**config.mk**
```make
export PLATFORM = sky130hd
export DESIGN_NAME = mhbm_master
export DESIGN_NICKNAME = d
export VERILOG_FILES = /design/src/include/mhbm_pkg.sv /design/src/core/mhbm_sync.sv /design/src/core/mhbm_master.sv
export SDC_FILE = /design/constraint.sdc
export NUM_CORES = 1
export LEC_CHECK = 0
export ABC_AREA = 1
export BUFFER_PORTS_ARGS = -buffer_cell sky130_fd_sc_hd__buf_2
export CAP_MARGIN = 40
export CORE_AREA = 8 8 95 97
export DETAILED_ROUTE_END_ITERATION = 6
export DIE_AREA = 0 0 103 105
export HOLD_SLACK_MARGIN = 0.08
export PLACE_DENSITY = 0.74
export SYNTH_ARGS = -nofsm -noshare
export SYNTH_HDL_FRONTEND = slang
export SYNTH_HIERARCHICAL = 1
export SYNTH_SLANG_ARGS = --single-unit
```
**constraint.sdc**
```tcl
create_clock -name core_clk_i -period 3.6 [get_ports core_clk_i]
set_clock_uncertainty 0.2 [all_clocks]
set_input_delay 0.36 -clock core_clk_i [delete_from_list [all_inputs] [get_ports core_clk_i]]
set_output_delay 0.36 -clock core_clk_i [all_outputs]
set_load 0.01 [all_outputs]
```
**src/include/mhbm_pkg.sv**
```systemverilog
// Purpose: Shared constants and types for the microcontroller-style host bus master
// Assumes: One core clock at 40 MHz, asynchronous active-low reset
// Notes: Command codes and timing counts live here only
// Summary of operation
// - Both channels' pins combine into one microcontroller-style host bus master.
// - Low address and data share one bidirectional eight-bit bus, bits 7:0.
// - Address bits 15:8 go out on eight separate output-only lines.
// - Active-low select stays asserted throughout each read or write cycle.
// - A high pulse on the latch strobe lets peripherals capture the address.
// - A read cycle is signalled by driving the read strobe low.
// - Write data is driven before write strobe falls and held past its rise.
// - A low ready input stretches the current cycle for as long as it stays low.
// - The master clock pin outputs the core clock divided by two.
// - Host commands set, clear or read both auxiliary pins as general I/O.
// - Wait commands stall execution until auxiliary pin 1 is high, or low.
// - Pin 1 as interrupt: wait for it, then bus read, return value to host.
package mhbm_pkg;
  localparam int CORE_CLK_HZ = 40000000;
  // Least strobe low time in ns, rounded up to whole cycles
  localparam int STRB_MIN_NS = 75;
  localparam int STRB_CYC = (STRB_MIN_NS * (CORE_CLK_HZ / 1000000) + 999) / 1000;
  localparam logic [2:0] STRB_CNT = 3'(STRB_CYC - 1);
  localparam logic [2:0] OP_RD = 3'h0;
  localparam logic [2:0] OP_WR = 3'h1;
  localparam logic [2:0] OP_SET_AUX = 3'h2;
  localparam logic [2:0] OP_RD_AUX = 3'h3;
  localparam logic [2:0] OP_WAIT_HI = 3'h4;
  localparam logic [2:0] OP_WAIT_LO = 3'h5;
  // Fields of the data byte for the auxiliary set command
  localparam int AUX_VAL_LSB = 0;
  localparam int AUX_DIR_LSB = 2;
  localparam logic [1:0] AUX_RST = 2'h0;
  localparam logic [7:0] DATA_RST = 8'h00;
  localparam logic [15:0] ADDR_RST = 16'h0000;

  typedef struct packed {
    logic [2:0] op;
    logic [15:0] addr;
    logic [7:0] data;
  } mhbm_cmd_t;

  typedef enum logic [5:0] {
    ST_IDLE = 6'b000001,
    ST_ADDR = 6'b000010,
    ST_TURN = 6'b000100,
    ST_STRB = 6'b001000,
    ST_HOLD = 6'b010000,
    ST_WAIT = 6'b100000
  } mhbm_state_t;
endpackage : mhbm_pkg

```
**src/core/mhbm_sync.sv**
```systemverilog
// Purpose: Two-flop synchroniser for pin inputs
// Assumes: Inputs are asynchronous to core_clk_i
// Notes: The first stage feeds only the second
`timescale 1ns/100ps
module mhbm_sync #(
  parameter int W = 1
) (
  input wire logic core_clk_i,
  input wire logic nrst_i,
  input wire logic [W-1:0] d_i,
  output logic [W-1:0] q_o
);
  logic [W-1:0] meta;

  always_ff @(posedge core_clk_i or negedge nrst_i) begin
    if (!nrst_i) begin
      meta <= '0;
      q_o <= '0;
    end else begin
      meta <= d_i;
      q_o <= meta;
    end
  end
endmodule : mhbm_sync

```
**src/core/mhbm_master.sv**
```systemverilog
// Purpose: Microcontroller-style multiplexed host bus master driven by host commands
// Assumes: Commands arrive on core_clk_i; peripheral pins are asynchronous
// Notes: Read data is sampled through the pin synchroniser at the end of the strobe
`timescale 1ns/100ps
module mhbm_master (
  input wire logic core_clk_i,
  input wire logic nrst_i,
  input wire logic cmd_valid_i,
  input wire mhbm_pkg::mhbm_cmd_t cmd_i,
  output logic cmd_ready_o,
  output logic rsp_valid_o,
  output logic [7:0] rsp_data_o,
  input wire logic [7:0] shared_addr_data_bus_i,
  output logic [7:0] shared_addr_data_bus_o,
  output logic shared_addr_data_bus_oe_o,
  output logic [7:0] addr_hi_o,
  output logic sel_n_o,
  output logic ale_o,
  output logic rd_n_o,
  output logic wr_n_o,
  input wire logic cycle_ready_in_i,
  output logic master_clock_out_o,
  input wire logic [1:0] aux_pin_i,
  output logic [1:0] aux_pin_o,
  output logic [1:0] aux_pin_oe_o
);
  import mhbm_pkg::*;

  mhbm_state_t st;
  mhbm_state_t next_st;
  mhbm_cmd_t cur;
  logic [2:0] cnt;
  logic [7:0] bus_s;
  logic [1:0] aux_s;
  logic rdy_s;
  logic clk_div;

  wire take = cmd_valid_i && cmd_ready_o;
  wire is_wr = (cur.op == OP_WR);
  wire in_cycle = (st == ST_ADDR) || (st == ST_TURN) || (st == ST_STRB) || (st == ST_HOLD);
  wire strb_done = (cnt == 3'h0) && rdy_s;
  wire want_hi = (cur.op == OP_WAIT_HI);
  wire level_met = (aux_s[1] == want_hi);

  // Pins pass two flops before any logic reads them
  mhbm_sync #(.W(11)) u_sync (
    .core_clk_i(core_clk_i),
    .nrst_i(nrst_i),
    .d_i({cycle_ready_in_i, aux_pin_i, shared_addr_data_bus_i}),
    .q_o({rdy_s, aux_s, bus_s})
  );

  assign cmd_ready_o = (st == ST_IDLE);
  assign shared_addr_data_bus_o = (st == ST_ADDR) ? cur.addr[7:0] : cur.data;
  assign shared_addr_data_bus_oe_o = (st == ST_ADDR) || (is_wr && in_cycle && (st != ST_ADDR));
  assign addr_hi_o = cur.addr[15:8];
  assign sel_n_o = !in_cycle;
  assign ale_o = (st == ST_ADDR);
  assign rd_n_o = !((st == ST_STRB) && !is_wr);
  assign wr_n_o = !((st == ST_STRB) && is_wr);
  assign master_clock_out_o = clk_div;

  always_comb begin
    next_st = st;
    unique case (st)
      ST_IDLE: begin
        if (take && (cmd_i.op == OP_RD || cmd_i.op == OP_WR)) begin
          next_st = ST_ADDR;
        end else if (take && (cmd_i.op == OP_WAIT_HI || cmd_i.op == OP_WAIT_LO)) begin
          next_st = ST_WAIT;
        end
      end
      ST_ADDR: next_st = ST_TURN;
      ST_TURN: next_st = ST_STRB;
      ST_STRB: begin
        if (strb_done) begin
          next_st = ST_HOLD;
        end
      end
      ST_HOLD: next_st = ST_IDLE;
      ST_WAIT: begin
        if (level_met) begin
          next_st = ST_IDLE;
        end
      end
      default: next_st = ST_IDLE;
    endcase
  end

  always_ff @(posedge core_clk_i or negedge nrst_i) begin
    if (!nrst_i) begin
      st <= ST_IDLE;
      clk_div <= 1'b0;
    end else begin
      st <= next_st;
      clk_div <= !clk_div;
    end
  end

  always_ff @(posedge core_clk_i or negedge nrst_i) begin
    if (!nrst_i) begin
      cur <= '{op: OP_RD, addr: ADDR_RST, data: DATA_RST};
    end else if (take) begin
      cur <= cmd_i;
    end
  end

  // Strobe minimum width; ready is only honoured after it runs out
  always_ff @(posedge core_clk_i or negedge nrst_i) begin
    if (!nrst_i) begin
      cnt <= 3'h0;
    end else if (st == ST_TURN) begin
      cnt <= STRB_CNT;
    end else if (st == ST_STRB && cnt != 3'h0) begin
      cnt <= cnt - 3'h1;
    end
  end

  always_ff @(posedge core_clk_i or negedge nrst_i) begin
    if (!nrst_i) begin
      aux_pin_o <= AUX_RST;
      aux_pin_oe_o <= AUX_RST;
    end else if (take && cmd_i.op == OP_SET_AUX) begin
      aux_pin_o <= cmd_i.data[AUX_VAL_LSB +: 2];
      aux_pin_oe_o <= cmd_i.data[AUX_DIR_LSB +: 2];
    end
  end

  always_ff @(posedge core_clk_i or negedge nrst_i) begin
    if (!nrst_i) begin
      rsp_valid_o <= 1'b0;
      rsp_data_o <= DATA_RST;
    end else begin
      rsp_valid_o <= 1'b0;
      if (st == ST_STRB && strb_done && !is_wr) begin
        rsp_valid_o <= 1'b1;
        rsp_data_o <= bus_s;
      end else if (take && cmd_i.op == OP_RD_AUX) begin
        rsp_valid_o <= 1'b1;
        rsp_data_o <= {6'h00, aux_s};
      end
    end
  end
endmodule : mhbm_master

```
# Word-level counts from Yosys, hierarchy flattened

Cells that the tools add are included.

Reduce and logical (&&, ||, !) cells: 30
Bitwise operators: 0
Equal/unequal tests: 18
Add/subtract/negate cells: 1
$mul: 0
Magnitude comparators: 0
Div/mod/pow operators: 0
Shift operators: 0
Multiplexer cells: 12

Operator list:

| cell                                                                    | count |
|---|---|
| 6-bit one-hot mux with 5 select lines                                   | 1 |
| 6-bit two-way mux                                                       | 4 |
| 8-bit two-way mux                                                       | 3 |
| 1-bit logical AND                                                       | 13 |
| 3-bit == test, second input constant                                    | 3 |
| 3-bit by 1-bit == test with 1-bit output, second input constant         | 2 |
| 3-bit by 2-bit == test with 1-bit output, second input constant         | 2 |
| 6-bit by 1-bit == test with 1-bit output, second input constant         | 1 |
| 6-bit by 2-bit == test with 1-bit output, second input constant         | 1 |
| 6-bit by 3-bit == test with 1-bit output, second input constant         | 1 |
| 6-bit by 4-bit == test with 1-bit output, second input constant         | 1 |
| 6-bit by 5-bit == test with 1-bit output, second input constant         | 1 |
| 6-bit == test, second input constant                                    | 1 |
| 3-bit logical NOT                                                       | 2 |
| 1-bit logical OR                                                        | 6 |
| 3-bit two-way mux                                                       | 2 |
| 6-bit by 2-bit inequality test with 1-bit output, second input constant | 1 |
| 1-bit logical NOT                                                       | 5 |
| 2-bit inequality test, second input constant                            | 2 |
| 2-bit nonzero test                                                      | 2 |
| 3-bit by 1-bit inequality test with 1-bit output, second input constant | 1 |
| 3-bit AND reduction                                                     | 1 |
| 3-bit nonzero test                                                      | 1 |
| 3-bit by 1-bit subtractor with 3-bit output, second input constant      | 1 |
| other kinds (2)                                                         | 3 |

Register bits: 72
Output and inout bits: 36
Memory bits (writable): 0
Bits in latches: 0
Input bits: 41
Word-level logic and storage cells: 73
Memories kept: 0
Bits in read-only memories: 0

# Logic depth before layout (Yosys ltp)

Gate-level depths: netlist of the first run.

Depth in word-level cells: 7
Depth in mapped cells: 10

# Cells and area by module

The synthesis of the first run kept the hierarchy.

By module, submodules not included:

| module      | seq. area each (um^2) | cells each | area each (um^2) | instances |
|---|---|---|---|---|
| mhbm_master | 1252.5                | 299        | 2401.1           | 1 |
| mhbm_sync   | 550.5                 | 22         | 550.5            | 1 |

# Worst setup path after synthesis of the first run

No wires, ideal clock.

Kind: flip-flop to output port
Start: register st[0]
End: output port shared_addr_data_bus_oe_o
Stages on the path, launching flop included: 8
Slack: 1.876 ns
Arrival: 1.164 ns
Path through: dfstp_2 nor2_1 nand3_1 nand2_1 inv_1 nand2_1 o21ai_0 nand2_1

Word-level cells in the longest chain between the ends: 7
Elaborated cells between the ends (all ways): 11

Ends and longest elaborated chain:

| element                                                                                              | line                                 | source |
|---|---|---|
| start, declared                                                                                      | mhbm_master.sv:29                    | `mhbm_state_t st;` |
| start signal, assigned                                                                               | mhbm_master.sv:95                    | `st <= next_st;` |
| 6-bit by 2-bit == test with 1-bit output or 6-bit by 3-bit == test with 1-bit output (tied branches) | mhbm_master.sv:40, mhbm_master.sv:55 |  |
| 1-bit logical OR (3 in a row)                                                                        | mhbm_master.sv:40                    | `wire in_cycle = (st == ST_ADDR) \|\| (st == ST_TURN) \|\| (st == ST_STRB) \|\| (st == ST_HOLD);` |
| 1-bit logical AND (2 in a row)                                                                       | mhbm_master.sv:55                    | `assign shared_addr_data_bus_oe_o = (st == ST_ADDR) \|\| (is_wr && in_cycle && (st != ST_ADDR));` |
| 1-bit logical OR (*)                                                                                 | mhbm_master.sv:55                    |  |
| end, declared                                                                                        | mhbm_master.sv:15                    | `output logic shared_addr_data_bus_oe_o,` |

Mark *: on every way between the ends. The rest lies on a longest branch, timed or not.

# Worst setup path in the final report of the first run

Start: register st[0]
End: output port shared_addr_data_bus_o[1]

Word-level cells in the longest chain between the ends: 2

Ends and longest elaborated chain:

| element                                  | line              | source |
|---|---|---|
| 6-bit by 2-bit == test with 1-bit output | mhbm_master.sv:54 | `assign shared_addr_data_bus_o = (st == ST_ADDR) ? cur.addr[7:0] : cur.data;` |
| 8-bit two-way mux                        | mhbm_master.sv:54 |  |
| end, declared                            | mhbm_master.sv:14 | `output logic [7:0] shared_addr_data_bus_o,` |

Every way passes these cells.

==> flow_summary.ini, run 1 <==
[run_status]
status = completed

[finish]
drive_gt1_frac = 0.251
n_fill_cell = 706
nets = 469
area_growth_syn_to_layout_pct = 32.5

[worst_setup_path]
cp-start-kind = flop
cp_max_fo = 12
critPathArrivalTime_ns = 2.07
required_ns = 3.04
cp-end-kind = output port
critPathKind = flop to output port

[placement]
port_buffers = 76
place.gp.congestion = 0.790
dp_hpwl_um = 4740

[floorplanning]
die-area_um2 = 10800
initial_utilization = 0.392
pin_count = 77
core_area_um2 = 7530
die_w_um = 103
num_rows = 32
fp.dieH_um = 105

[power_and_ir_drop]
internal-power_uw = 1710
sw_frac_of_total = 0.360
combPwrFrac = 0.322
ir_drop_mv = 0.393
switching_power_uw = 961
p_leak_uw = 0.00212
pwr-share-seq = 0.443
clkPwrFrac = 0.235
fin_total_pwr_uw = 2670
power_density_nw_per_um2 = 683

[timing]
fin_setup_tns_ns = 0
max_freq_mhz = 381
relSlewSlack = 0.655
finalHoldWorstSlack_ns = 0.0986
finalCritPeriodShare = 0.730
worstMarginPinSlew_ns = 0.516
slew_viol_final = 0
setup_viol = 0
hold_viol = 0
rsz0062_at_grt = false
min_period_ns = 2.63

[global_route]
gr-usage-all-layers = 0.140
grt_pass1_wl_um = 12000
grt_max_degree = 64
overflow = 0
antenna_found_initial = 1
grt_pass1_vias = 2593

[cts]
cts.sinks = 72
postCtsHoldBufs = 33
clkTransAtPathRegs_ns = 0.07
cts_buffer_depth = 2
h-tree-depth = 3
cts_resized = 0
cts_tree = yes
cts_root_buf = clkbuf_8
clk_latency_ns = 0.34
cts_setup_buffers = 0
cts_inserted_buffers = 9

[synthesis]
syn-num-nets = 364
yosysUniqueCellTypes = 25
syn_area_per_cell_um2 = 9.19
synth_simple_gate_area_share = 0.267
ys_seq_area_frac = 0.611
synthAdderAreaFrac = 0.00848
syn_inst = 321
syn_area_um2 = 2950
synth_compound_area_frac = 0.0365
synth.area.mux_share = 0
synth_top_family_by_area = simple AND/OR/NAND/NOR gates
ys_ff_latch = 72
yosys_warnings = 6
synth-xor-area-share = 0

[route]
vias = 2388
routed_wl_um = 6990
wire_per_inst_um = 13.1
drc_errors = 0
ant_nets = 0
avgViaCountPerCell = 4.47
drtIter0Drc = 94
drt-pass1-iter-count = 4

[run]
drv_cap = 0

[hold_path]
hp-class = input port to flop
worst max-delay path, stage by stage, from the launching register on:
cell and delay [ns]:
dfstp_2 0.56, nor2_1 0.05, nand3_1 0.34, clkinv_1 0.41, nand2_1 0.15, nand2_1 0.07, buf_2 0.14
final timing paths:
check,startpoint,endpoint,slack (ns),cells after the start
setup / recovery,st[0],shared_addr_data_bus_o[1],0.97,6
hold / removal,cmd_i[3],cur[3],0.1,3
hold reg to reg,u_sync/meta[5],u_sync/q_o[5],0.15,0
max in group asynchronous,nrst_i,cnt[2],2.47,3
setup reg to reg,st[0],addr_hi_o[5],1.51,7
min in group asynchronous,nrst_i,rsp_data_o[4],0.20,2
metal layers:
metal,routed length [µm],vias up,global-route usage
li1,-,1200,-
met1,2880,1112,0.153
met2,3530,63,0.235
met3,418,13,0.0491
met4,171,0,0.0641
met5,0,-,0
cells in the final DEF, fill, tap and decap left out, types with 2 or more instances in the layout:
master / count
nand2_1: 136
nor2_2: 2
nand4_1: 11
nand3_1: 13
o21ai_1: 4
buf_2: 75
clkinv_4: 2
nor3_1: 3
inv_2: 3
nor2_4: 2
o21ai_2: 5
clkbuf_8: 9
o21ai_0: 6
inv_1: 27
dlygate4sd3_1: 33
dfrtp_1: 71
clkinv_1: 2
ha_1: 2
nor2_1: 11
cells by family (layout without fill, tap and decap cells):
kind of cell | Yosys count | count (layout)
adder cells (fa/ha/maj) | 2 | 2
AO/OA/AOI/OAI | 17 | 17
buffers and inverters | 48 | 158
flip-flops | 72 | 72
AND/OR/NAND/NOR | 182 | 182
other | 0 | 1
synth_stat cells:
cell type | instances | area (µm²)
buf_4 | 12 | 90.1
buf_2 | 3 | 15.0
nand3b_1 | 1 | 7.51
nor2_2 | 2 | 12.5
nand2_2 | 1 | 6.26
inv_1 | 27 | 101
nand3_4 | 1 | 17.5
nor3_1 | 3 | 15.0
o21ai_0 | 6 | 30.0
o211ai_1 | 1 | 7.51
ha_1 | 2 | 25.0
nor2_4 | 2 | 22.5
o21ai_2 | 5 | 43.8
nor2_1 | 11 | 41.3
nand3_1 | 13 | 65.1
dfstp_2 | 1 | 26.3
inv_2 | 3 | 11.3
nor2_8 | 1 | 20.0
o22ai_1 | 1 | 6.26
nand2_1 | 136 | 510
clkbuf_1 | 1 | 3.75
dfrtp_1 | 71 | 1780
clkinv_1 | 2 | 7.51
nand4_1 | 11 | 68.8
o21ai_1 | 4 | 20.0
registers in the layout (all words and copies together), names as in the netlist:
register            flops
addr_hi_o               8
aux_pin_o               2
aux_pin_oe_o            2
cnt                     3
cur                    19
master_clock_out_o      1
rsp_data_o              8
rsp_valid_o             1
st                      6
u_sync/meta            11
u_sync/q_o             11
final cells by class:
type / instances / area (µm²) / area share
flip-flops and latches: 72 / 1800 / 0.461
inverters: 32 / 120 / 0.0307
clock buffers: 10 / 128 / 0.0326
diodes: 1 / 2.50 / 0.000640
multi-input cells: 201 / 920 / 0.235
well taps: 102 / 128 / 0.0326
clock inverters: 6 / 68.8 / 0.0176
repair buffers: 110 / 741 / 0.189
power groups by stage:
stage	clock network (µW)	logic (µW)	registers [µW]
finish	627	860	1180
global route	685	983	1220
CTS	649	873	1180
detailed placement	0	845	1200
global placement	0	822	1190
floorplan	0	581	1200
through the flow:
stage / setup WS [ns] / utilization / cells / instance area [µm²]
2_1_floorplan: 1.88 / - / 321 / 2950
3_3_place_gp: 1.39 / 0.445 / 483 / 3350
3_5_place_dp: 1.31 / 0.449 / 484 / 3380
4_1_cts: 0.928 / 0.519 / 533 / 3910
5_1_grt: 0.801 / 0.519 / 534 / 3910
6_report: 0.973 / 0.519 / 534 / 3910
Note: power is estimated with default switching activity, not from simulation.
==> inputs of run 2 (changes only) <==
==> constraint.sdc (replaced) <==
create_clock -name core_clk_i -period 2.8 [get_ports core_clk_i]
set_clock_uncertainty 0.2 [all_clocks]
set_input_delay 0.28 -clock core_clk_i [delete_from_list [all_inputs] [get_ports core_clk_i]]
set_output_delay 0.28 -clock core_clk_i [all_outputs]
set_load 0.01 [all_outputs]
==> flow_summary.ini, run 2 (same netlist as run 1, synthesis figures left out) <==
[finish]
diodes = 0
top_regs = cur: 19 flops, u_sync/meta: 11 flops, u_sync/q_o: 11 flops
fin_cells = 542
top_register = cur
layout_commonest_cell = nand2_1
drive_gt1_frac = 0.250
area_growth_syn_to_layout_pct = 35.8
nets = 478
final_util = 0.533
final_cell_mix = 136 x nand2_1, 75 x buf_2, 71 x dfrtp_1
largest_reg_flops = 19

[route]
avgViaCountPerCell = 4.41
drc_errors = 0
drtIter0Drc = 132
drt-pass1-iter-count = 4
wire_per_inst_um = 13.0
vias = 2391
ant_nets = 0
routed_wl_um = 7030

[cts]
cts_inserted_buffers = 9
cts.sinks = 72
cts_resized = 0
cts_root_buf = clkbuf_8
cts_tree = yes
h-tree-depth = 3
cts_buffer_depth = 2
clkTransAtPathRegs_ns = 0.08
clk_latency_ns = 0.34

[worst_setup_path]
reg2reg_slack_ns = 0.84
cp_slowest_cell = dfstp_2
critPathKind = flop to output port
crit_path_cell_trace = nor2_1, nand3_1, buf_4, clkinv_1, nand2_1, nand2_1, buf_2
required_ns = 2.32
cp_common_cell = nand2_1
cp_max_fo = 11
slowest_delay_ns = 0.56
cp-end-kind = output port
critPathArrivalTime_ns = 1.86
path_buf_inv = 3
cp-start-kind = flop
path_delay_family = buffers and inverters

[placement]
place.gp.congestion = 0.849
dp_hpwl_um = 4930
port_buffers = 76
dp_cells = 486

[timing]
hold_viol = 0
rsz0062_at_grt = false
max_freq_mhz = 427
worstMarginPinSlew_ns = 0.510
setup_viol = 0
relSlewSlack = 0.659
fin_setup_tns_ns = 0
min_period_ns = 2.34
finalHoldWorstSlack_ns = 0.140
slew_viol_final = 0
finalCritPeriodShare = 0.837

[floorplanning]
die_w_um = 103
initial_utilization = 0.392
fp.dieH_um = 105
die-area_um2 = 10800
num_rows = 32
core_area_um2 = 7530
pin_count = 77

[power_and_ir_drop]
power_density_nw_per_um2 = 886
p_leak_uw = 0.00217
fin_total_pwr_uw = 3550
ir_drop_mv = 0.531

[global_route]
grt_pass1_vias = 2475
grt_pass1_wl_um = 11900
antenna_found_initial = 0
gr-usage-all-layers = 0.140
overflow = 0
grt_max_degree = 44

[run_status]
status = completed

[run]
drv_cap = 0

[hold_path]
hp-class = flop to flop
[run 2: cell types whose count changed in the layout (fill, tap and decap cells not counted), sizes merged]
cell,delta
buf,+2
bufinv,+1
clkinv,-2
clkinvlp,+1
diode,-1
dlygate4sd3,+7
[run 2: final cells by class]
| cell class | instances | area (µm²) |
|---|---|---|
| Tap cell | 102 | 128 |
| Clock buffer | 10 | 128 |
| Inverter | 32 | 120 |
| Fill cell | 680 | 3520 |
| Timing Repair Buffer | 119 | 818 |
| Multi-Input combinational cell | 201 | 920 |
| Sequential cell | 72 | 1800 |
| Clock inverter | 6 | 92.6 |
[run 2: final timing paths]
kind,start,end,cells after the start
worst max-delay path,st[0],shared_addr_data_bus_o[0],7
max in group asynchronous,nrst_i,cur[9],3
worst max register to register,st[4],rsp_data_o[0],8
min in group asynchronous,nrst_i,rsp_data_o[5],2
worst min register to register,u_sync/meta[2],u_sync/q_o[2],0
worst min-delay path,u_sync/meta[2],u_sync/q_o[2],0
[run 2: routing by layer]
layer	up-vias	GRT usage	wire length (µm)
met2	76	0.229	3480
li1	1215	-	-
met5	-	0	0
met3	10	0.0445	486
met1	1090	0.164	2960
met4	0	0.0600	103
[run 2: repair_timing]
action	4_1_cts	5_1_grt
endpoints found under the hold margin	115	0
endpoints found under the setup margin	0	0
hold buffers	40	0
buffers inserted	0	0
[run 2: metrics by stage]
stage               area (µm²)  setup slack, ns
global route              4010            0.336
global placement          3370            0.888
finish                    4010            0.457
CTS                       4010            0.443
detailed placement        3390            0.837
floorplan                 2950             1.15
[run 2: where the power goes]
group | internal [µW] | switching, µW | total, µW
sequential | 1350 | 169 | 1520
clock | 506 | 392 | 899
combinational | 440 | 689 | 1130
total | 2300 | 1250 | 3550
